==> src/hdl/active_energy_regs.vh <==
// active_energy_regs.vh: register map, field positions, reset values
// and timing counts of the active energy accumulator.
// assumes: included by bare name by the design files.
`ifndef ACTIVE_ENERGY_REGS_VH
`define ACTIVE_ENERGY_REGS_VH

// byte register addresses on the core's register port
`define AE_ADDR_WAVE 8'h0D
`define AE_ADDR_NOLOAD 8'h0E
`define AE_ADDR_ACC 8'h0F
`define AE_ADDR_IRQEN_LO 8'hD9
`define AE_ADDR_IRQEN_HI 8'hDB
`define AE_ADDR_IRQST_LO 8'hDC
`define AE_ADDR_GAIN_LO 8'h10
`define AE_ADDR_GAIN_HI 8'h11
`define AE_ADDR_OFS_LO 8'h12
`define AE_ADDR_OFS_HI 8'h13
`define AE_ADDR_DIV 8'h14
`define AE_ADDR_EN_LO 8'h15
`define AE_ADDR_EN_MID 8'h16
`define AE_ADDR_EN_HI 8'h17
`define AE_ADDR_RC_LO 8'h18
`define AE_ADDR_RC_MID 8'h19
`define AE_ADDR_RC_HI 8'h1A

// accumulation_setup fields
`define AE_ACC_POS_ONLY 0
`define AE_ACC_ABS 1
`define AE_ACC_SIGN_DIR 2
// low_load_setup field
`define AE_NL_LSB 0
// waveform_source_select fields
`define AE_WAVE_RATE_LSB 0
`define AE_WAVE_SRC_LSB 2
`define AE_WAVE_SRC_ACTIVE 3'h0
// status / enable bit positions (low pair)
`define AE_ST_SIGN 0
`define AE_ST_NOLOAD 1
`define AE_ST_HALF_POS 2
`define AE_ST_HALF_NEG 3
`define AE_ST_OVER 4
`define AE_ST_UNDER 5
`define AE_ST_WAVE 6
// enable high bit
`define AE_EN_WAVE 0

// reset values
`define AE_RST_BYTE 8'h00
`define AE_RST_GAIN 12'h000
`define AE_RST_OFS 16'h0000
`define AE_RST_DIV 8'h00

// arithmetic scaling
`define AE_GAIN_FRAC 12
`define AE_OFS_FRAC 8
`define AE_ACC_WIDTH 49
`define AE_TOTAL_WIDTH 24

// timing
`define AE_ACC_PERIOD 3'd5
`define AE_CLK_HZ 125000000
`define AE_WAVE_RATE_HZ 25600

// no-load thresholds in parts per million of full scale
`define AE_NL_PPM1 150
`define AE_NL_PPM2 75
`define AE_NL_PPM3 37
`define AE_PPM_DEN 1000000

`endif

==> src/hdl/active_energy_accumulator.v <==
// active_energy_accumulator.v: active power path, no-load and sign
// detection, energy accumulation and the byte register port.
// assumes: the core drives the register port on clk; samples come from
// logic on the same clock.
`timescale 1ns/1ps
`default_nettype none
`include "active_energy_regs.vh"

// Behaviour
// power is current times voltage, low-pass filtered.
// power scaled by one plus signed 12-bit gain over 4096.
// signed 16-bit offset added, 256 counts per power count.
// direction bit clear: flag sign change on positive to negative.
// direction bit set: flag sign change on negative to positive.
// sign flag with its enable holds interrupt until status cleared.
// below no-load threshold skip accumulation and set low-power flag.
// low-power flag with its enable holds interrupt until cleared.
// no-load field 00 off; 01,10,11 pick 0.015,0.0075,0.0037 percent.
// power added into hidden signed 49-bit accumulator each sample.
// accumulation sample period is five clock cycles.
// both mode bits clear: signed accumulation.
// positive-only set: negative power ignored.
// absolute set: magnitude accumulated; positive-only wins.
// power divided by 8-bit unsigned divisor, zero means one.
// energy register shows upper 24 accumulator bits.
// read-clear view returns energy then clears upper 24 bits.
// energy register wraps through full scale both ways.
// enabled interrupts on half full and on overflow or underflow.
// active power waveform samples at four selectable rates.
// status flags stay set until software write clears them.
// read and clear are atomic with accumulation.
module active_energy_accumulator #(
   parameter W = 24,
   parameter PW = 32,
   parameter LPF_SHIFT = 6,
   parameter WAVE_DIV = `AE_CLK_HZ / `AE_WAVE_RATE_HZ
) (
   input wire clk,
   input wire srst,
   input wire signed [W-1:0] currentSample,
   input wire signed [W-1:0] voltageSample,
   input wire sampleValid,
   input wire [7:0] sfrAddr,
   input wire [7:0] sfrWrData,
   input wire sfrWr,
   input wire sfrRd,
   output reg [7:0] sfrRdData,
   output wire measIrq,
   output reg signed [PW-1:0] waveSample,
   output reg waveValid
);
   localparam AW = `AE_ACC_WIDTH;
   localparam TW = `AE_TOTAL_WIDTH;
   localparam LOW = AW - TW;

   // no-load thresholds against full-scale power
   localparam [63:0] FS64 = 64'h1 << (PW - 1);
   localparam [63:0] NL_TH1 = FS64 * `AE_NL_PPM1 / `AE_PPM_DEN;
   localparam [63:0] NL_TH2 = FS64 * `AE_NL_PPM2 / `AE_PPM_DEN;
   localparam [63:0] NL_TH3 = FS64 * `AE_NL_PPM3 / `AE_PPM_DEN;

   // waveform tick: base count for the fastest rate
   localparam [31:0] WAVE_BASE = WAVE_DIV;

   // software-visible control registers
   reg [7:0] waveformSourceSelect;
   reg [7:0] lowLoadSetup;
   reg [7:0] accumulationSetup;
   reg [7:0] measureIrqEnableLow;
   reg [7:0] measureIrqEnableHigh;
   reg [7:0] measureIrqStatusLow;
   reg [11:0] powerGainWord;
   reg [15:0] powerOffsetWord;
   reg [7:0] energyDivisor;

   // datapath state
   wire signed [PW-1:0] activePower;
   reg signed [AW-1:0] acc;
   reg [2:0] tickCount;
   reg prevNeg;
   reg signSeen;
   reg [TW-1:0] energySnap;
   reg [31:0] waveCount;

   // power filter, gain and offset
   power_lowpass #(
      .W(W),
      .PW(PW),
      .LPF_SHIFT(LPF_SHIFT)
   ) uPower (
      .clk(clk),
      .srst(srst),
      .currentSample(currentSample),
      .voltageSample(voltageSample),
      .sampleValid(sampleValid),
      .powerGainWord(powerGainWord),
      .powerOffsetWord(powerOffsetWord),
      .activePower(activePower)
   );

   // decoded mode bits
   wire posOnly = accumulationSetup[`AE_ACC_POS_ONLY];
   wire absMode = accumulationSetup[`AE_ACC_ABS];
   wire signDir = accumulationSetup[`AE_ACC_SIGN_DIR];
   wire [1:0] noLoadSel = lowLoadSetup[`AE_NL_LSB+1:`AE_NL_LSB];
   wire [1:0] waveRate =
      waveformSourceSelect[`AE_WAVE_RATE_LSB+1:`AE_WAVE_RATE_LSB];
   wire [2:0] waveSrc =
      waveformSourceSelect[`AE_WAVE_SRC_LSB+2:`AE_WAVE_SRC_LSB];

   // accumulation tick every five cycles
   // free-running from reset; it never waits on sample strobes
   wire accTick = (tickCount == `AE_ACC_PERIOD - 3'd1);

   always @(posedge clk) begin
      if (srst)
         tickCount <= 3'd0;
      else if (accTick)
         tickCount <= 3'd0;
      else
         tickCount <= tickCount + 3'd1;
   end

   // magnitude of active power
   // the most negative power maps to its true unsigned size
   wire powerNeg = activePower[PW-1];
   wire [PW-1:0] powerMag = powerNeg ? -activePower : activePower;
   wire [63:0] mag64 = {{(64-PW){1'b0}}, powerMag};

   // no-load threshold select
   // thresholds are fixed at build time, so no divider is needed
   reg [63:0] noLoadTh;
   always @* begin
      case (noLoadSel)
         2'b01: noLoadTh = NL_TH1;
         2'b10: noLoadTh = NL_TH2;
         2'b11: noLoadTh = NL_TH3;
         default: noLoadTh = 64'h0;
      endcase
   end

   wire noLoad = (noLoadSel != 2'b00) && (mag64 < noLoadTh);

   // contribution by accumulation mode
   // positive-only is tested first so it wins over absolute
   reg signed [PW:0] selPower;
   always @* begin
      if (posOnly)
         selPower = powerNeg ? {(PW+1){1'b0}} :
            {1'b0, activePower};
      else if (absMode)
         selPower = {1'b0, powerMag};
      else
         selPower = {activePower[PW-1], activePower};
   end

   // divide, zero divisor taken as one
   // a zero top bit keeps the divisor positive in signed division
   wire [7:0] divEff = (energyDivisor == 8'h00) ? 8'h01 :
      energyDivisor;
   wire signed [8:0] divS = {1'b0, divEff};
   wire signed [PW:0] quot = selPower / divS;
   wire signed [AW-1:0] addend =
      {{(AW-PW-1){quot[PW]}}, quot};

   // read-clear request this cycle
   wire rcRead = sfrRd && (sfrAddr == `AE_ADDR_RC_LO);
   wire snapRead = rcRead || (sfrRd && (sfrAddr == `AE_ADDR_EN_LO));
   wire doAdd = accTick && !noLoad;

   // clear the top, keep the low part, then add in the same edge
   // an add that lands on the read-clear edge goes into the cleared
   // value, so no step is lost between the read and the clear
   wire signed [AW-1:0] accBase = rcRead ?
      {{TW{1'b0}}, acc[LOW-1:0]} : acc;
   wire signed [AW-1:0] next_acc = doAdd ? accBase + addend :
      accBase;

   // accumulator register, wraps in two's complement
   always @(posedge clk) begin
      if (srst)
         acc <= {AW{1'b0}};
      else
         acc <= next_acc;
   end

   // threshold crossings of the visible top
   // the sign of the addend tells a wrap upward from one downward
   wire [1:0] topOld = accBase[AW-1:AW-2];
   wire [1:0] topNew = next_acc[AW-1:AW-2];
   wire addPos = !addend[AW-1];
   wire halfPos = doAdd && topOld == 2'b00 && topNew == 2'b01;
   wire halfNeg = doAdd && topOld == 2'b11 && topNew == 2'b10;
   wire overflow = doAdd && addPos && topOld == 2'b01 &&
      topNew == 2'b10;
   wire underflow = doAdd && !addPos && topOld == 2'b10 &&
      topNew == 2'b01;

   // sign change detection at each accumulation sample
   // the first tick after reset only records the sign, so power that
   // starts out negative raises no false flag
   wire toNeg = signSeen && !prevNeg && powerNeg;
   wire toPos = signSeen && prevNeg && !powerNeg;
   wire signEvt = accTick &&
      (signDir ? toPos : toNeg);

   always @(posedge clk) begin
      if (srst) begin
         prevNeg <= 1'b0;
         signSeen <= 1'b0;
      end else if (accTick) begin
         prevNeg <= powerNeg;
         signSeen <= 1'b1;
      end
   end

   // waveform sampling of active power
   // a count at or past the limit fires, so a faster rate acts at once
   wire waveOn = measureIrqEnableHigh[`AE_EN_WAVE] &&
      (waveSrc == `AE_WAVE_SRC_ACTIVE);
   wire [31:0] waveLimit = (WAVE_BASE << waveRate) - 32'd1;
   wire waveTick = waveOn && (waveCount >= waveLimit);

   always @(posedge clk) begin
      if (srst) begin
         waveCount <= 32'd0;
         waveSample <= {PW{1'b0}};
         waveValid <= 1'b0;
      end else begin
         waveValid <= waveTick;
         if (!waveOn || waveTick)
            waveCount <= 32'd0;
         else
            waveCount <= waveCount + 32'd1;
         if (waveTick)
            waveSample <= activePower;
      end
   end

   // hardware set events for the status register
   reg [7:0] setEvents;
   always @* begin
      setEvents = 8'h00;
      setEvents[`AE_ST_SIGN] = signEvt;
      setEvents[`AE_ST_NOLOAD] = accTick && noLoad;
      setEvents[`AE_ST_HALF_POS] = halfPos;
      setEvents[`AE_ST_HALF_NEG] = halfNeg;
      setEvents[`AE_ST_OVER] = overflow;
      setEvents[`AE_ST_UNDER] = underflow;
      setEvents[`AE_ST_WAVE] = waveTick;
   end

   // write-one-to-clear, a set in the same cycle wins
   wire stWrite = sfrWr && (sfrAddr == `AE_ADDR_IRQST_LO);
   wire [7:0] clrMask = stWrite ? sfrWrData : 8'h00;

   always @(posedge clk) begin
      if (srst)
         measureIrqStatusLow <= `AE_RST_BYTE;
      else
         measureIrqStatusLow <= (measureIrqStatusLow & ~clrMask) |
            setEvents;
   end

   // pending interrupt while any enabled flag is set
   // clearing an enable drops the request but keeps the flag
   assign measIrq = |(measureIrqStatusLow &
      measureIrqEnableLow);

   // control register writes
   always @(posedge clk) begin
      if (srst) begin
         waveformSourceSelect <= `AE_RST_BYTE;
         lowLoadSetup <= `AE_RST_BYTE;
         accumulationSetup <= `AE_RST_BYTE;
         measureIrqEnableLow <= `AE_RST_BYTE;
         measureIrqEnableHigh <= `AE_RST_BYTE;
         powerGainWord <= `AE_RST_GAIN;
         powerOffsetWord <= `AE_RST_OFS;
         energyDivisor <= `AE_RST_DIV;
      end else if (sfrWr) begin
         case (sfrAddr)
            `AE_ADDR_WAVE: waveformSourceSelect <= sfrWrData;
            `AE_ADDR_NOLOAD: lowLoadSetup <= sfrWrData;
            `AE_ADDR_ACC: accumulationSetup <= sfrWrData;
            `AE_ADDR_IRQEN_LO: measureIrqEnableLow <= sfrWrData;
            `AE_ADDR_IRQEN_HI: measureIrqEnableHigh <= sfrWrData;
            `AE_ADDR_GAIN_LO: powerGainWord[7:0] <= sfrWrData;
            `AE_ADDR_GAIN_HI: powerGainWord[11:8] <= sfrWrData[3:0];
            `AE_ADDR_OFS_LO: powerOffsetWord[7:0] <= sfrWrData;
            `AE_ADDR_OFS_HI: powerOffsetWord[15:8] <= sfrWrData;
            `AE_ADDR_DIV: energyDivisor <= sfrWrData;
            default: energyDivisor <= energyDivisor;
         endcase
      end
   end

   // snapshot of the top so multi-byte reads stay coherent
   // the low byte read freezes the top; mid and high come from it
   always @(posedge clk) begin
      if (srst)
         energySnap <= {TW{1'b0}};
      else if (snapRead)
         energySnap <= acc[AW-1:LOW];
   end

   // read data, one cycle after the read strobe
   reg [7:0] next_rdData;
   always @* begin
      case (sfrAddr)
         `AE_ADDR_WAVE: next_rdData = waveformSourceSelect;
         `AE_ADDR_NOLOAD: next_rdData = lowLoadSetup;
         `AE_ADDR_ACC: next_rdData = accumulationSetup;
         `AE_ADDR_IRQEN_LO: next_rdData = measureIrqEnableLow;
         `AE_ADDR_IRQEN_HI: next_rdData = measureIrqEnableHigh;
         `AE_ADDR_IRQST_LO: next_rdData = measureIrqStatusLow;
         `AE_ADDR_GAIN_LO: next_rdData = powerGainWord[7:0];
         `AE_ADDR_GAIN_HI: next_rdData = {4'h0, powerGainWord[11:8]};
         `AE_ADDR_OFS_LO: next_rdData = powerOffsetWord[7:0];
         `AE_ADDR_OFS_HI: next_rdData = powerOffsetWord[15:8];
         `AE_ADDR_DIV: next_rdData = energyDivisor;
         `AE_ADDR_EN_LO: next_rdData = acc[LOW+7:LOW];
         `AE_ADDR_EN_MID: next_rdData = energySnap[15:8];
         `AE_ADDR_EN_HI: next_rdData = energySnap[23:16];
         `AE_ADDR_RC_LO: next_rdData = acc[LOW+7:LOW];
         `AE_ADDR_RC_MID: next_rdData = energySnap[15:8];
         `AE_ADDR_RC_HI: next_rdData = energySnap[23:16];
         default: next_rdData = 8'h00;
      endcase
   end

   // registered read port
   // data stands between reads, so a slow core may fetch it late
   always @(posedge clk) begin
      if (srst)
         sfrRdData <= 8'h00;
      else if (sfrRd)
         sfrRdData <= next_rdData;
   end
endmodule // active_energy_accumulator

`default_nettype wire

==> src/hdl/power_lowpass.v <==
// power_lowpass.v: multiplies current by voltage, low-pass filters the
// product and applies the signed gain and offset words.
// assumes: samples arrive on clk with a one-cycle valid strobe.
`timescale 1ns/1ps
`default_nettype none
`include "active_energy_regs.vh"

module power_lowpass #(
   parameter W = 24,
   parameter PW = 32,
   parameter LPF_SHIFT = 6
) (
   input wire clk,
   input wire srst,
   input wire signed [W-1:0] currentSample,
   input wire signed [W-1:0] voltageSample,
   input wire sampleValid,
   input wire [11:0] powerGainWord,
   input wire [15:0] powerOffsetWord,
   output reg signed [PW-1:0] activePower
);
   // instantaneous power, top bits kept
   wire signed [2*W-1:0] prod = currentSample * voltageSample;
   wire signed [PW-1:0] prodTop = prod[2*W-1 -: PW];
   reg signed [PW-1:0] lp;
   wire signed [PW:0] diff = {prodTop[PW-1], prodTop} - {lp[PW-1], lp};
   wire signed [PW:0] step = diff >>> LPF_SHIFT;

   // first-order low-pass extracts the dc term
   always @(posedge clk) begin
      if (srst)
         lp <= {PW{1'b0}};
      else if (sampleValid)
         lp <= lp + step[PW-1:0];
   end

   // gain: one plus word over 4096
   wire signed [13:0] gainTerm = (14'sh0001 <<< `AE_GAIN_FRAC) +
      {{2{powerGainWord[11]}}, powerGainWord};
   wire signed [PW+13:0] scaled = lp * gainTerm;
   wire signed [PW-1:0] scaledTop = scaled[PW+`AE_GAIN_FRAC-1:
      `AE_GAIN_FRAC];
   // offset carries 8 fraction bits below one power count
   wire signed [PW+7:0] fine = {scaledTop, 8'h00} +
      {{(PW-8){powerOffsetWord[15]}}, powerOffsetWord};

   // registered active power
   always @(posedge clk) begin
      if (srst)
         activePower <= {PW{1'b0}};
      else
         activePower <= fine[PW+`AE_OFS_FRAC-1:`AE_OFS_FRAC];
   end
endmodule // power_lowpass

`default_nettype wire

==> config.mk <==
export PLATFORM = sky130hd
export DESIGN_NAME = active_energy_accumulator
export DESIGN_NICKNAME = d
export VERILOG_FILES = /design/src/hdl/active_energy_accumulator.v /design/src/hdl/power_lowpass.v
export VERILOG_INCLUDE_DIRS = /design/src /design/src/hdl
export SDC_FILE = /design/constraint.sdc
export NUM_CORES = 2
export LEC_CHECK = 0
export ABC_CLOCK_PERIOD_IN_PS = 103500
export BUFFER_PORTS_ARGS = -buffer_cell sky130_fd_sc_hd__buf_2
export CORE_MARGIN = 2
export CORE_UTILIZATION = 61
export CTS_BUF_LIST = sky130_fd_sc_hd__clkbuf_4
export CTS_CLUSTER_SIZE = 20
export DETAILED_ROUTE_END_ITERATION = 7
export GPL_TIMING_DRIVEN = 0
export HOLD_SLACK_MARGIN = 0.02
export PLACE_DENSITY_LB_ADDON = 0.05
export SETUP_SLACK_MARGIN = 0.15
export SYNTH_ARGS = -nofsm -noshare
export SYNTH_HDL_FRONTEND = slang
export SYNTH_SLANG_ARGS = --single-unit
==> constraint.sdc <==
create_clock -name clk -period 103.5 [get_ports clk]
set_clock_uncertainty 0.15 [all_clocks]
set_input_delay 15.525 -clock clk [delete_from_list [all_inputs] [get_ports clk]]
set_output_delay 15.525 -clock clk [all_outputs]
set_load 0.1 [all_outputs]
After elaboration in Yosys (flattened, before gate mapping)
Cells that the tools add are included.
- bits in registers: 299
- bits in latches: 0
- bits in writable memories: 0
- ROM bits: 0
- output and inout bits: 42
- memories kept: 0
- add/sub/neg operators: 9
- multipliers: 2
- divide/modulo/power cells: 1
- $lt $le $gt $ge: 2
- equal/unequal tests: 26
- shift-type cells: 1
- muxes and demuxes: 11
- bitwise gates (word level): 4
- reductions and logical operators: 50
- operators by type and width (operator ; number):
    8-bit one-hot mux with 14 select lines ; 1
    49-bit two-way mux ; 2
    8-bit by 5-bit equality test with 1-bit output, second input constant ; 11
    33-bit two-way mux ; 2
    32-bit by 64-bit less-than comparator with 1-bit output ; 1
    19-bit one-hot mux with 3 select lines ; 1
    49-bit by 33-bit adder with 49-bit output ; 1
    24-bit by 24-bit multiplier with 48-bit output ; 1
    32-bit by 14-bit multiplier with 44-bit output ; 1
    40-bit adder ; 1
    33-bit by 9-bit divider with 33-bit output ; 1
    32-bit by 32-bit subtractor with 33-bit output ; 1
    32-bit by 1-bit adder with 32-bit output, second input constant ; 1
    32-bit adder ; 1
    32-bit >= comparator ; 1
    32-bit two-way mux ; 1
    32-bit negation ; 1
    13-bit by 2-bit left shift with 32-bit output, first input constant ; 1
    32-bit by 1-bit subtractor with 32-bit output, second input constant ; 1
    31-bit two-way mux ; 1
    8-bit by 4-bit equality test with 1-bit output, second input constant ; 3
    8-bit equality test, second input constant ; 3
    1-bit logical AND ; 23
    2-bit AND reduction ; 10
    other kinds (18) ; 35

Logic depth before layout (Yosys ltp)
- depth in word-level cells: 10
- mapped depth: 543

By module
Synthesis repeated with hierarchy kept, for this count alone.
- cells, all modules: 9458
- area total of the unflattened synthesis: 75343.5 um^2
- by module, submodules not included (module ; times used ; cells each ; area an instance (um^2)):
    power_lowpass ; 1 ; 4441 ; 39922.0
    active_energy_accumulator ; 1 ; 5017 ; 35421.5

Least setup slack after synthesis
No wires, ideal clock.
- kind: register to register
- start: register uPower.activePower[0]
- end: register measureIrqStatusLow[2]
- library setup time: 0.070 ns
- arrival time: 96.994 ns
- data required time: 103.280 ns
- slack: 6.286 ns
- cell stages (with the launch flop): 528
- path buffers: 36
- period minus slack after synthesis: 97.214 ns
- path through: dfxtp_1 > clkbuf_1 > inv_1 > ha_1 > nor4b_2 > and4_1 > mux2_2 > a211o_1 > nor4_4 > nand4b_1 > nor2_1 > a21oi_1 > nor2_1 > ha_1 > o21ai_0 > a21o_1 > nor2_1 > a21oi_1 > [492 not listed] > o21a_1 > o21a_1 > o21a_1 > o21a_1 > o21ai_0 > nand2b_1 > and2_1 > clkbuf_1 > nand3_1 > mux2i_1 > nor4_1 > a2111oi_0 > o22ai_1 > a21o_1 > a21oi_1 > a221o_1 > or4_1 > a21oi_1
- longest elaborated chain between the ends: 10
- ends and longest elaborated chain (what ; RTL line ; text):
    start, declared ; power_lowpass.v:20 ; output reg signed [PW-1:0] activePower
    start signal, assigned ; power_lowpass.v:50 ; activePower <= {PW{1'b0}};
    start signal, assigned ; power_lowpass.v:52 ; activePower <= fine[PW+`AE_OFS_FRAC-1:`AE_OFS_FRAC];
    32-bit negation ; active_energy_accumulator.v:127 ; wire [PW-1:0] powerMag = powerNeg ? -activePower : activePower;
    32-bit two-way mux ; active_energy_accumulator.v:127 ;
    33-bit two-way mux / 32-bit by 64-bit less-than comparator with 1-bit output (equally long branches) ; active_energy_accumulator.v:151, active_energy_accumulator.v:142 ;
    33-bit two-way mux / 1-bit logical AND (equally long branches) ; active_energy_accumulator.v:148, active_energy_accumulator.v:142 ;
    33-bit by 9-bit divider with 33-bit output / 1-bit zero test (equally long branches) ; active_energy_accumulator.v:162, active_energy_accumulator.v:169 ;
    49-bit by 33-bit adder with 49-bit output / 1-bit logical AND (equally long branches) ; active_energy_accumulator.v:176, active_energy_accumulator.v:169 ;
    49-bit two-way mux ; active_energy_accumulator.v:176 ; wire signed [AW-1:0] next_acc = doAdd ? accBase + addend :
    2-bit by 1-bit equality test with 1-bit output ; active_energy_accumulator.v:192 ; wire halfPos = doAdd && topOld == 2'b00 && topNew == 2'b01;
    1-bit logical AND (*) ; active_energy_accumulator.v:192 ;
    8-bit by 7-bit bitwise OR with 8-bit output (*) ; active_energy_accumulator.v:261 ; measureIrqStatusLow <= (measureIrqStatusLow & ~clrMask) |
    end signal, assigned ; active_energy_accumulator.v:259 ; measureIrqStatusLow <= `AE_RST_BYTE;
    end signal, assigned ; active_energy_accumulator.v:261 ;
    end, declared ; active_energy_accumulator.v:71 ; reg [7:0] measureIrqStatusLow;
Every way passes the cells marked *; elsewhere a longest branch is shown, timed or not.
A chain may end at the register's enable or synchronous reset.

Worst setup path after layout
- start: register accumulationSetup[1]
- end: register measureIrqStatusLow[2]
- longest elaborated chain between the ends: 8
- ends and longest elaborated chain (what ; RTL line ; text):
    start, declared ; active_energy_accumulator.v:68 ; reg [7:0] accumulationSetup;
    start signal, assigned ; active_energy_accumulator.v:275 ; accumulationSetup <= `AE_RST_BYTE;
    start signal, assigned ; active_energy_accumulator.v:285 ; `AE_ADDR_ACC: accumulationSetup <= sfrWrData;
    33-bit two-way mux ; active_energy_accumulator.v:151 ; else if (absMode)
    33-bit two-way mux ; active_energy_accumulator.v:148 ; if (posOnly)
    33-bit by 9-bit divider with 33-bit output ; active_energy_accumulator.v:162 ; wire signed [PW:0] quot = selPower / divS;
    49-bit by 33-bit adder with 49-bit output ; active_energy_accumulator.v:176 ;
    49-bit two-way mux ; active_energy_accumulator.v:176 ;
    2-bit by 1-bit equality test with 1-bit output ; active_energy_accumulator.v:192 ;
    1-bit logical AND ; active_energy_accumulator.v:192 ;
    8-bit by 7-bit bitwise OR with 8-bit output ; active_energy_accumulator.v:261 ;
No other way between the ends.

==> results.toml <==
[sta]
fin_ws_ns = 5.18
fmax_mhz = 10.2
fin_crit_ns = 98.32
hold_viol_final = 0
setup_tns_ns = 0
fin_crit_sh = 0.950
slew_headroom = 0.0645
setup_violations = 0
slew_viol_final = 0
tightestPinTransition_ns = 1.39

[setup_path]
start_kind = "flop"
r2r_end = "measureIrqStatusLow[2]"
reg2reg_setup_slack_ns = 5.18
crit_arrival_ns = 99.02
reg2reg_depth = 523
required_ns = 104.20
crit_family = "compound AO/OA/AOI/OAI gates"
slowest_stage = "nor2_1"
crit_buf_inv = 64
worst_path_largest_cell_delay_ns = 0.68
crit_fanout = 10
cp-end-kind = "flop"
r2r-start = "accumulationSetup[1]"
critical_path_class = "reg2reg"
crit_top_cell = "o21a_1"

[hold_path]
whs_path_depth = 2
hold_end = "energySnap[11]"
hp-start = "acc[36]"
min_path_type = "reg2reg"

[synth]
netlist_area_um2 = 73700
synth_ff_type = "dfxtp_1"
yosysSeqAreaShare = 0.0790
synthesis.instances = 9189
yosys.cell_types.count = 143
async_flop_share = 0
avgSynthCellArea_um2 = 8.02
synth-edff-count = 0
synth_warnings = 0
synth-seq-cells = 291

[clock_network]
clockBufferDepth = 3
cts.sinks = 291
tritoncts = "yes"
cts_htree_levels = 3
postCtsHoldBufs = 0
root_buffer = "clkbuf_4"
cts_buffers = 80
path_clk_slew_ns = 0.07
clk_latency_ns = 0.99

[floorplan]
die-area_um2 = 124000
die_h_um = 352
die_w_um = 352
start_util = 0.615
num_rows = 127
coreArea_um2 = 120000
ios = 111

[final_layout]
area_growth_pct = 8.31
drive_above_1_share = 0.0916
nets = 11200
fin_util = 0.666
n_fill_cell = 10500

[detailed_routing]
antenna_left = 0
drtPass1Iterations = 8
drc = 4
viasPerCell = 6.19
dr.first_iter.drc_count = 6039
wirelength_um = 244000
wire_per_inst_um = 21.7
vias = 69500

[grt]
antenna_found_initial = 24
track_usage = 0.393
grt.overflow.total = 0
first_global_vias = 68400
grt_pass1_wl_um = 379000
grt_max_degree = 33

[run_status]
violations = "design-rule violations"
status = "finished, violations left"

[placed_design]
io_buffers = 102
pre_cts_slack_ns = -14.95
gp_congestion = 1.03
dpl.hpwl_um = 198000

[job]
drv_cap = 0
[metal layers]
| layer | global-route usage | part of all wire | routed length, µm |
|---|---|---|---|
| met5 | 0 | 0.00025 | 62 |
| met4 | 0.202 | 0.062 | 15100 |
| met3 | 0.0845 | 0.089 | 21600 |
| met2 | 0.634 | 0.45 | 111000 |
| met1 | 0.496 | 0.39 | 96200 |
[layout by cell type (no fill, tap or decap), types with 82 or more instances in the layout]
cell type	instances
a21o_1	83
a21oi_1	387
and2_1	455
buf_2	136
buf_4	149
clkbuf_1	297
clkbuf_4	118
dfxtp_1	291
fa_1	976
ha_1	644
inv_1	1092
mux2i_1	121
nand2_1	1123
nand2b_1	82
nand3_1	208
nor2_1	649
nor3_1	325
o21a_1	262
o21ai_0	213
o31ai_1	111
xnor2_1	300
xor2_1	88
[final cells by class]
cell class / count / area [µm²] / share of cell area
plain buffers: 397 / 1750 / 0.0220
clock inverters: 29 / 186 / 0.00233
clock buffers: 108 / 811 / 0.0102
inverters: 1110 / 4170 / 0.0522
repair buffers: 240 / 1580 / 0.0198
well taps: 1612 / 2020 / 0.0253
diodes: 19 / 47.5 / 0.000595
flip-flops and latches: 291 / 5830 / 0.0730
multi-input cells: 7421 / 63500 / 0.795
[timing repair]
| action | 4_1_cts | 5_1_grt |
|---|---|---|
| pin swaps | 32 | 84 |
| gates resized for setup | 172 | 225 |
| setup endpoints to repair | 53 | 53 |
| buffers inserted | 32 | 103 |
[worst min-delay path: stages (launching register included)]
cell	delay, ns
dfxtp_1	0.31
nand2_1	0.06
a21oi_1	0.05
[cells in the mapped netlist, drive strengths merged, types with 19 or more instances]
master | count | area share
o21bai | 74 | 0.0075
and2 | 461 | 0.039
a211oi | 40 | 0.0047
a22oi | 25 | 0.0027
o21a | 263 | 0.027
a21oi | 446 | 0.030
o31ai | 114 | 0.012
a21boi | 23 | 0.0024
nand2b | 83 | 0.0070
ha | 649 | 0.11
nor3 | 343 | 0.024
o21ai | 251 | 0.017
nand2 | 1135 | 0.058
or3 | 53 | 0.0046
mux2i | 124 | 0.017
clkbuf | 334 | 0.017
nor4 | 63 | 0.0077
xor2 | 89 | 0.011
o211ai | 47 | 0.0050
or4 | 30 | 0.0035
inv | 1108 | 0.056
o22ai | 26 | 0.0022
a31oi | 56 | 0.0051
mux2 | 54 | 0.0085
nor2 | 693 | 0.036
nand4 | 71 | 0.0064
or2 | 56 | 0.0048
buf | 64 | 0.0044
dfxtp | 291 | 0.079
a221oi | 35 | 0.0042
nor2b | 63 | 0.0053
nor3b | 19 | 0.0020
and3 | 52 | 0.0044
nand3 | 219 | 0.015
fa | 976 | 0.27
a21o | 85 | 0.0087
xnor2 | 302 | 0.036
[state kept, by name (all words and copies together) (netlist names), 8 cells and up]
name / flops
acc: 49
uPower.activePower: 32
uPower.lp: 32
waveCount: 32
waveSample: 32
energySnap: 16
powerOffsetWord: 16
powerGainWord: 12
accumulationSetup: 8
energyDivisor: 8
lowLoadSetup: 8
measureIrqEnableHigh: 8
measureIrqEnableLow: 8
measureIrqStatusLow: 8
sfrRdData: 8
waveformSourceSelect: 8
[stage by stage]
stage,cells,area [µm²],hold slack [ns]
2_1_floorplan,9220,73800,0.276
3_3_place_gp,10900,76400,0.286
3_5_place_dp,10900,76400,0.294
4_1_cts,11100,78300,0.303
5_1_grt,11200,79800,0.329
6_report,11200,79900,0.308
[cells by family (layout without fill, tap and decap cells)]
group | count (synthesis) | after routing | share of synthesized area
AO/OA/AOI/OAI | 1760 | 1760 | 0.166
other | 2 | 52 | 0.000102
adder cells (fa/ha/maj) | 1629 | 1629 | 0.376
XOR/XNOR | 393 | 393 | 0.0474
buffers and inverters | 1508 | 1884 | 0.0780
multiplexers | 178 | 178 | 0.0253
AND/OR/NAND/NOR | 3428 | 3428 | 0.229
flip-flops | 291 | 291 | 0.0790
[worst max path at each step]
stage / from / end / slack (ns) / cells after the start
after CTS: uPower.activePower[0] / measureIrqStatusLow[2] / 0.19 / 524
after global placement: uPower.activePower[0] / measureIrqStatusLow[2] / -13.25 / 515
after global routing: uPower.activePower[0] / measureIrqStatusLow[2] / -0.62 / 528
after detailed placement: uPower.activePower[0] / measureIrqStatusLow[2] / -14.95 / 517
final: accumulationSetup[1] / measureIrqStatusLow[2] / 5.18 / 523
after floorplan: uPower.activePower[0] / measureIrqStatusLow[2] / 6.29 / 527
Power is not shown: default switching activity piles up to over one toggle a cycle in this logic, so the estimate is an artifact.
